File: src/logic/bbnl_pkg.sv
/*
 * bbnl_pkg: constants and carriers for the bridge bus number and latency register block.
 * assumes: configuration accesses arrive already decoded to a dword offset with active-low
 * byte lane enables, all synchronous to sys_clk.
 */
package bbnl_pkg;

	// ******************************
	// register map
	// ******************************
	localparam logic [7:0] OFS_LAT_HDR     = 8'h0c;
	localparam logic [7:0] OFS_BUS_NUMBERS = 8'h18;

	localparam int LAT_LSB  = 8;
	localparam int HDR_LSB  = 16;
	localparam int UP_LSB   = 0;
	localparam int DN_LSB   = 8;
	localparam int HI_LSB   = 16;

	localparam int LANE_LAT = 1;
	localparam int LANE_HDR = 2;
	localparam int LANE_UP  = 0;
	localparam int LANE_DN  = 1;
	localparam int LANE_HI  = 2;

	// ******************************
	// reset and fixed values
	// ******************************
	localparam logic [7:0] LAT_RESET   = 8'h00;
	localparam logic [7:0] BUS_RESET   = 8'h00;
	localparam logic [7:0] HDR_LAYOUT  = 8'h01;
	localparam logic [7:0] LAT_ZERO    = 8'h00;

	// ******************************
	// carriers
	// ******************************
	typedef struct packed {
		logic       rd;
		logic       wr;
		logic [7:0] ofs;
		logic [3:0] upstream_cmd_byte_lane_n;
		logic [31:0] wdata;
	} bbnl_cfg_req_s;

	typedef struct packed {
		logic       valid;
		logic [7:0] bus;
	} bbnl_type1_s;

	typedef enum logic [1:0] {
		BBNL_FWD_NONE    = 2'b00,
		BBNL_FWD_TYPE1   = 2'b01,
		BBNL_FWD_TYPE0   = 2'b10,
		BBNL_FWD_SPECIAL = 2'b11
	} bbnl_fwd_e;

endpackage : bbnl_pkg

File: src/logic/bbnl_regs.sv
/*
 * bbnl_regs: latency count, header layout code and bus number registers of a
 * pci-to-pci bridge, with the decode of type 1 configuration bus numbers.
 * assumes: the primary target logic hands over decoded config reads and writes;
 * the master state machines report frame, grant and data phase events.
 */
`timescale 1ns/10ps

module bbnl_regs
(
	// clock and reset
	input  wire logic                   sys_clk,
	input  wire logic                   sys_rst,
	// configuration access
	input  wire bbnl_pkg::bbnl_cfg_req_s cfg_req,
	output logic [31:0]                 cfg_rdata,
	output logic                        cfg_ack,
	// upstream mastering
	input  wire logic                   up_frame_start,
	input  wire logic                   up_mastering,
	input  wire logic                   up_gnt_n,
	input  wire logic                   up_data_phase_done,
	input  wire logic                   up_mwi,
	output logic                        up_stop_master,
	// type 1 decode
	input  wire bbnl_pkg::bbnl_type1_s  pri_type1,
	input  wire logic                   pri_special,
	input  wire bbnl_pkg::bbnl_type1_s  sec_type1,
	output logic                        pri_claim,
	output bbnl_pkg::bbnl_fwd_e         pri_fwd,
	output logic                        sec_to_special,
	output logic                        sec_pass_up,
	// register views
	output logic [7:0]                  lat_count,
	output logic [7:0]                  up_bus,
	output logic [7:0]                  dn_bus,
	output logic [7:0]                  hi_bus
);

	// ******************************
	// register file
	// ******************************
	logic [7:0]  lat_q, lat_d;
	logic [7:0]  up_q, up_d;
	logic [7:0]  dn_q, dn_d;
	logic [7:0]  hi_q, hi_d;
	logic [31:0] rdata_q, rdata_d;
	logic        ack_q, ack_d;
	logic        wr_lat, wr_bus;

	assign wr_lat = cfg_req.wr && (cfg_req.ofs == bbnl_pkg::OFS_LAT_HDR);
	assign wr_bus = cfg_req.wr && (cfg_req.ofs == bbnl_pkg::OFS_BUS_NUMBERS);

	always_comb
	begin
		lat_d   = lat_q;
		up_d    = up_q;
		dn_d    = dn_q;
		hi_d    = hi_q;
		rdata_d = rdata_q;
		ack_d   = cfg_req.rd || cfg_req.wr;
		// layout code lane carries no storage, so writes there fall away
		if (wr_lat && !cfg_req.upstream_cmd_byte_lane_n[bbnl_pkg::LANE_LAT])
			lat_d = cfg_req.wdata[bbnl_pkg::LAT_LSB +: 8];
		if (wr_bus && !cfg_req.upstream_cmd_byte_lane_n[bbnl_pkg::LANE_UP])
			up_d = cfg_req.wdata[bbnl_pkg::UP_LSB +: 8];
		if (wr_bus && !cfg_req.upstream_cmd_byte_lane_n[bbnl_pkg::LANE_DN])
			dn_d = cfg_req.wdata[bbnl_pkg::DN_LSB +: 8];
		if (wr_bus && !cfg_req.upstream_cmd_byte_lane_n[bbnl_pkg::LANE_HI])
			hi_d = cfg_req.wdata[bbnl_pkg::HI_LSB +: 8];
		if (cfg_req.rd)
		begin
			rdata_d = 32'h0000_0000;
			if (cfg_req.ofs == bbnl_pkg::OFS_LAT_HDR)
			begin
				rdata_d[bbnl_pkg::LAT_LSB +: 8] = lat_q;
				rdata_d[bbnl_pkg::HDR_LSB +: 8] = bbnl_pkg::HDR_LAYOUT;
			end
			else if (cfg_req.ofs == bbnl_pkg::OFS_BUS_NUMBERS)
			begin
				rdata_d[bbnl_pkg::UP_LSB +: 8] = up_q;
				rdata_d[bbnl_pkg::DN_LSB +: 8] = dn_q;
				rdata_d[bbnl_pkg::HI_LSB +: 8] = hi_q;
			end
		end
	end

	always_ff @(posedge sys_clk)
	begin
		if (sys_rst)
		begin
			lat_q   <= bbnl_pkg::LAT_RESET;
			up_q    <= bbnl_pkg::BUS_RESET;
			dn_q    <= bbnl_pkg::BUS_RESET;
			hi_q    <= bbnl_pkg::BUS_RESET;
			rdata_q <= 32'h0000_0000;
			ack_q   <= 1'b0;
		end
		else
		begin
			lat_q   <= lat_d;
			up_q    <= up_d;
			dn_q    <= dn_d;
			hi_q    <= hi_d;
			rdata_q <= rdata_d;
			ack_q   <= ack_d;
		end
	end

	assign cfg_rdata = rdata_q;
	assign cfg_ack   = ack_q;
	assign lat_count = lat_q;
	assign up_bus    = up_q;
	assign dn_bus    = dn_q;
	assign hi_bus    = hi_q;

	// ******************************
	// latency timer and bus release
	// ******************************
	logic expired;

	bbnl_lat_timer u_timer
	(
		.sys_clk     (sys_clk),
		.sys_rst     (sys_rst),
		.lat_count   (lat_q),
		.frame_start (up_frame_start),
		.mastering   (up_mastering),
		.expired     (expired)
	);

	// mwi is exempt only for the zero setting; a running timer still ends it
	assign up_stop_master = up_mastering && up_gnt_n && up_data_phase_done &&
		(((lat_q == bbnl_pkg::LAT_ZERO) && !up_mwi) ||
		 ((lat_q != bbnl_pkg::LAT_ZERO) && expired));

	// ******************************
	// type 1 bus number decode
	// ******************************
	logic in_range;

	assign in_range = (pri_type1.bus >= dn_q) && (pri_type1.bus <= hi_q);

	always_comb
	begin
		pri_claim = pri_type1.valid && in_range;
		pri_fwd   = bbnl_pkg::BBNL_FWD_NONE;
		if (pri_claim)
		begin
			if (pri_type1.bus != dn_q)
				pri_fwd = bbnl_pkg::BBNL_FWD_TYPE1;
			else if (pri_special)
				pri_fwd = bbnl_pkg::BBNL_FWD_SPECIAL;
			else
				pri_fwd = bbnl_pkg::BBNL_FWD_TYPE0;
		end
	end

	// a secondary cycle aimed back at our own range is not passed up
	assign sec_to_special = sec_type1.valid && (sec_type1.bus == up_q);
	assign sec_pass_up    = sec_type1.valid && (sec_type1.bus != up_q) &&
		!((sec_type1.bus >= dn_q) && (sec_type1.bus <= hi_q));

	// ******************************
	// assertions
	// ******************************
	property p_hdr_read;
		@(posedge sys_clk) disable iff (sys_rst)
		cfg_req.rd && cfg_req.ofs == bbnl_pkg::OFS_LAT_HDR |=> cfg_rdata[23:16] == 8'h01;
	endproperty
	a_hdr_read: assert property (p_hdr_read) else $error("layout code not 0x01");

	property p_lat_write;
		@(posedge sys_clk) disable iff (sys_rst)
		wr_lat && !cfg_req.upstream_cmd_byte_lane_n[1] |=> lat_count == $past(cfg_req.wdata[15:8]);
	endproperty
	a_lat_write: assert property (p_lat_write) else $error("latency write lost");

	property p_lat_hold;
		@(posedge sys_clk) disable iff (sys_rst)
		!wr_lat |=> lat_count == $past(lat_count);
	endproperty
	a_lat_hold: assert property (p_lat_hold) else $error("latency changed without write");

	property p_bus_readback;
		@(posedge sys_clk) disable iff (sys_rst)
		cfg_req.rd && cfg_req.ofs == bbnl_pkg::OFS_BUS_NUMBERS
		|=> cfg_rdata == {8'h00, $past(hi_q), $past(dn_q), $past(up_q)};
	endproperty
	a_bus_readback: assert property (p_bus_readback) else $error("bus dword wrong");

	property p_zero_release;
		@(posedge sys_clk) disable iff (sys_rst)
		up_mastering && up_gnt_n && up_data_phase_done && lat_q == 8'h00 && !up_mwi
		|-> up_stop_master;
	endproperty
	a_zero_release: assert property (p_zero_release) else $error("no release at zero");

	property p_expiry;
		@(posedge sys_clk) disable iff (sys_rst)
		up_frame_start && up_mastering && lat_q == 8'h03
		##1 (up_mastering && !up_frame_start) [*3]
		|=> expired;
	endproperty
	a_expiry: assert property (p_expiry) else $error("timer expiry off");

	property p_claim;
		@(posedge sys_clk) disable iff (sys_rst)
		pri_claim |-> pri_type1.bus >= dn_q && pri_type1.bus <= hi_q;
	endproperty
	a_claim: assert property (p_claim) else $error("claim out of range");

	property p_type0;
		@(posedge sys_clk) disable iff (sys_rst)
		pri_type1.valid && pri_type1.bus == dn_q && dn_q <= hi_q && !pri_special
		|-> pri_fwd == bbnl_pkg::BBNL_FWD_TYPE0;
	endproperty
	a_type0: assert property (p_type0) else $error("type 0 conversion missed");

	property p_type1;
		@(posedge sys_clk) disable iff (sys_rst)
		pri_type1.valid && pri_type1.bus > dn_q && pri_type1.bus <= hi_q
		|-> pri_fwd == bbnl_pkg::BBNL_FWD_TYPE1;
	endproperty
	a_type1: assert property (p_type1) else $error("type 1 pass missed");

	property p_sec_special;
		@(posedge sys_clk) disable iff (sys_rst)
		sec_type1.valid && sec_type1.bus == up_q |-> sec_to_special && !sec_pass_up;
	endproperty
	a_sec_special: assert property (p_sec_special) else $error("upstream special missed");

	c_release: cover property (@(posedge sys_clk) disable iff (sys_rst) up_stop_master);
	c_fwd_t1:  cover property (@(posedge sys_clk) disable iff (sys_rst)
		pri_fwd == bbnl_pkg::BBNL_FWD_TYPE1);
	c_special: cover property (@(posedge sys_clk) disable iff (sys_rst) sec_to_special);

endmodule : bbnl_regs

File: src/logic/bbnl_lat_timer.sv
/*
 * bbnl_lat_timer: master latency timer for the upstream bus.
 * assumes: frame_start pulses in the cycle the frame is first driven by this bridge.
 */
`timescale 1ns/10ps
module bbnl_lat_timer
(
	// clock and reset
	input  wire logic       sys_clk,
	input  wire logic       sys_rst,
	// control
	input  wire logic [7:0] lat_count,
	input  wire logic       frame_start,
	input  wire logic       mastering,
	// status
	output logic            expired
);

	logic [7:0] cnt_q;
	logic [7:0] cnt_d;
	logic       exp_q;
	logic       exp_d;

	// counts one per clock from frame start; zero setting expires at once
	always_comb
	begin
		cnt_d = cnt_q;
		exp_d = exp_q;
		if (!mastering)
		begin
			cnt_d = bbnl_pkg::LAT_ZERO;
			exp_d = 1'b0;
		end
		else if (frame_start)
		begin
			cnt_d = lat_count;
			exp_d = (lat_count == bbnl_pkg::LAT_ZERO);
		end
		else if (cnt_q != bbnl_pkg::LAT_ZERO)
		begin
			cnt_d = cnt_q - 8'h01;
			exp_d = (cnt_q == 8'h01);
		end
	end

	always_ff @(posedge sys_clk)
	begin
		if (sys_rst)
		begin
			cnt_q <= bbnl_pkg::LAT_ZERO;
			exp_q <= 1'b0;
		end
		else
		begin
			cnt_q <= cnt_d;
			exp_q <= exp_d;
		end
	end

	assign expired = exp_q;

endmodule : bbnl_lat_timer

File: config.mk
export PLATFORM = sky130hd
export DESIGN_NAME = bbnl_regs
export DESIGN_NICKNAME = d
export VERILOG_FILES = /design/src/logic/bbnl_pkg.sv /design/src/logic/bbnl_regs.sv /design/src/logic/bbnl_lat_timer.sv
export SDC_FILE = /design/constraint.sdc
export NUM_CORES = 1
export LEC_CHECK = 0
export BUFFER_PORTS_ARGS = -buffer_cell sky130_fd_sc_hd__buf_2
export CORE_ASPECT_RATIO = 1.4
export CORE_UTILIZATION = 50
export DETAILED_ROUTE_END_ITERATION = 16
export GPL_TIMING_DRIVEN = 0
export MAX_ROUTING_LAYER = met4
export PLACE_DENSITY = 0.81
export SLEW_MARGIN = 40
export SYNTH_ARGS = -nofsm -noshare
export SYNTH_HDL_FRONTEND = slang
export SYNTH_SLANG_ARGS = --single-unit
File: constraint.sdc
create_clock -name sys_clk -period 2.5 [get_ports sys_clk]
set_input_delay 0.125 -clock sys_clk [delete_from_list [all_inputs] [get_ports sys_clk]]
set_output_delay 0.125 -clock sys_clk [all_outputs]
set_load 0.005 [all_outputs]
==> flow_summary.yaml <==
power:
  power_mw: 2.232
  vdd_drop_max_mv: 0.3326
  p_int_mw: 1.683
  p_leak_nw: 2.370
  swShare: 0.2459
  p_comb_frac: 0.126
  switching_power_mw: 0.5488
  pwr-share-seq: 0.478
  power.density_mw_per_mm2: 474.8
  p_clk_frac: 0.396
setup_path:
  worst-endpoint-required_ns: 2.38
  cp_slowest_cell: "dfxtp_1"
  cp_num_buf_inv: 1
  crit_path_max_fanout: 5
  cp-end-kind: "primary output"
  path_class: "reg -> out"
  start_kind: "flop"
  worstPathCellList: "ha_1 -> nand2b_1 -> a211o_1 -> a21oi_1 -> o21ai_0 -> a221oi_1 -> buf_2"
  critical-path-max-stage-delay_ns: 0.44
  critPathArrivalTime_ns: 2.23
  critPathTopFamily: "compound AO/OA/AOI/OAI gates"
drt:
  drcViolationCount: 0
  wl_per_cell_um: 14.94
  finalWirelength_mm: 9.845
  drtIter0Drc: 160
  ant_nets: 0
  dr.pass1.iters: 4
  vias_per_cell: 5.446
  num_vias: 3589
clocking:
  root_buffer: "clkbuf_8"
  cts_buffers: 9
  postCtsSetupBuffers: 0
  clkSinkCount: 66
  cts_tree: "built"
  clockBufferDepth: 2
  cts_hold_buf: 0
  cts.reportedPaths.clkPinSlew_ns: 0.07
  ctsHtreeMaxLevel: 3
  cts_resized: 0
  worstSkewPairLatency_ns: 0.35
timing:
  period_minus_slack_ns: 2.350
  skew_ns: 0.003829
  max-slew-margin-rel: 0.5585
  maxSlewViolCount: 0
  final.setup.tns_ns: 0
  max_freq_mhz: 425.5
  setup_violations: 0
  finalHoldViolCount: 0
  period_share: 0.9400
  worst_slew_pin_slew_ns: 0.6623
  rsz0062_at_grt: "no"
floorplan:
  coreArea_mm2: 0.007117
  io_pins: 143
  die_height_um: 104.3
  placementRows: 36
  chipWidth_um: 75.08
  start_util: 0.5253
  dieArea_mm2: 0.007832
flow_run:
  drv_cap: 0
layout:
  n_antenna_cell: 0
  layout_common_cells: "buf_2, dfxtp_1, nor2_1, ha_1, a21oi_1"
  fin_nets: 667
  area_growth_pct: 25.74
  final_common_cell: "buf_2"
  layout-drive-gt1-share: 0.3174
grt:
  grt_usage: 0.2742
  grt_pass1_vias: 3697
  globalRouteOverflowTotal: 0
  grt_max_degree: 11
  antenna_found_initial: 0
  grt_pass1_wl_mm: 16.10
synthesis:
  synth.area.top_cells: "dfxtp_1, ha_1, mux2i_1, nor2_1, a21oi_1"
  synth_warnings: 0
  synth_flop_cell: "dfxtp_1"
  synth-seq-cells: 66
  synth_area_mm2: 0.003739
  syn_area_per_cell_um2: 8.944
  synth_cells: 418
  synth_largest_area_cell: "dfxtp_1"
  synth_top_cell_area_share: 0.3534
  synth.yosys.seq_area_share: 0.3534
  synthArstFlopShare: 0
  yosysUniqueCellTypes: 52
  synth_edf_count: 0
hold_path:
  worstHoldPathType: "in -> reg"
run_status:
  status: "finished clean"
placement:
  place_congestion: 0.8603
  numPortBuffers: 125
  hpwl_mm: 7.910
registers in the layout (all words and copies together) (netlist names):
name	flops
u_timer.expired	1
dn_bus	8
cfg_rdata	24
u_timer.cnt_q	8
cfg_ack	1
lat_count	8
hi_bus	8
up_bus	8
power by group through the flow:
stage	combinational (mW)	sequential, mW	clock [mW]
CTS	0.278	1.07	0.898
global route	0.314	1.07	0.947
finish	0.282	1.07	0.884
global placement	0.263	1.09	0
floorplan	0.163	1.09	0
detailed placement	0.275	1.09	0
layer usage:
metal  part of all wire  wire, um  up-vias  track usage
met5                  0         0        -            -
met4              0.051       500        0       0.1712
met3              0.065       641       48      0.06492
met2               0.51      5067      173       0.4710
met1               0.37      3636     1630       0.2661
li1                   -         -     1738            -
worst min-delay path, cell delays in order:
cell     delay [ns]
buf_2          0.08
mux2i_1        0.05
nor2_1         0.07
cell type report:
cell class,instances,area [um2]
Fill cell,626,2416
Clock buffer,11,151.4
Multi-Input combinational cell,311,2198
Clock inverter,3,40.04
Sequential cell,66,1321
Timing Repair Buffer,125,625.6
Tap cell,95,118.9
Buffer,27,166.4
Inverter,21,78.83
path summary, 6_finish.rpt:
check | from | to | slack, ns | cells past startpoint
hold / removal | cfg_req[23] | hi_bus[7] | 0.01 | 3
hold reg to reg | cfg_rdata[14] | cfg_rdata[14] | 0.48 | 2
setup reg to reg | u_timer.cnt_q[0] | u_timer.cnt_q[5] | 0.49 | 8
setup / recovery | dn_bus[0] | sec_pass_up | 0.15 | 7
stage by stage:
step / cells / utilization / instance area [um2] / hold slack, ns / setup WS, ns
finish: 659 / 0.6605 / 4701 / 0.01498 / 0.1500
detailed placement: 645 / 0.6336 / 4509 / 0.3680 / 0.5239
global route: 659 / 0.6605 / 4701 / 0.005373 / 0.006074
CTS: 659 / 0.6605 / 4701 / 0.007426 / 0.1487
global placement: 645 / 0.6336 / 4509 / 0.3555 / 0.5113
floorplan: 425 / - / 3765 / 0.2408 / 0.7627
cells by family (layout without fill, tap and decap cells):
group / after synthesis / in the layout / share of synthesized area
buffers and inverters: 48 / 187 / 0.06560
flip-flops: 66 / 66 / 0.3534
other: 1 / 8 / 0.001003
AO/OA/AOI/OAI: 75 / 75 / 0.1335
adder cells (fa/ha/maj): 34 / 34 / 0.1138
multiplexers: 33 / 33 / 0.08869
XOR/XNOR: 10 / 10 / 0.02343
AND/OR/NAND/NOR: 151 / 151 / 0.2206
Yosys cell counts (all sizes together), types with 8 or more instances:
cell type,instances
nand2,8
inv,21
dfxtp,66
clkbuf,11
nor2,56
a22o,8
nor2b,23
buf,16
mux2i,32
xor2,8
nor3,11
a21oi,43
ha,34
nand3,17
nand2b,13
(Power assumes the default switching activity.)
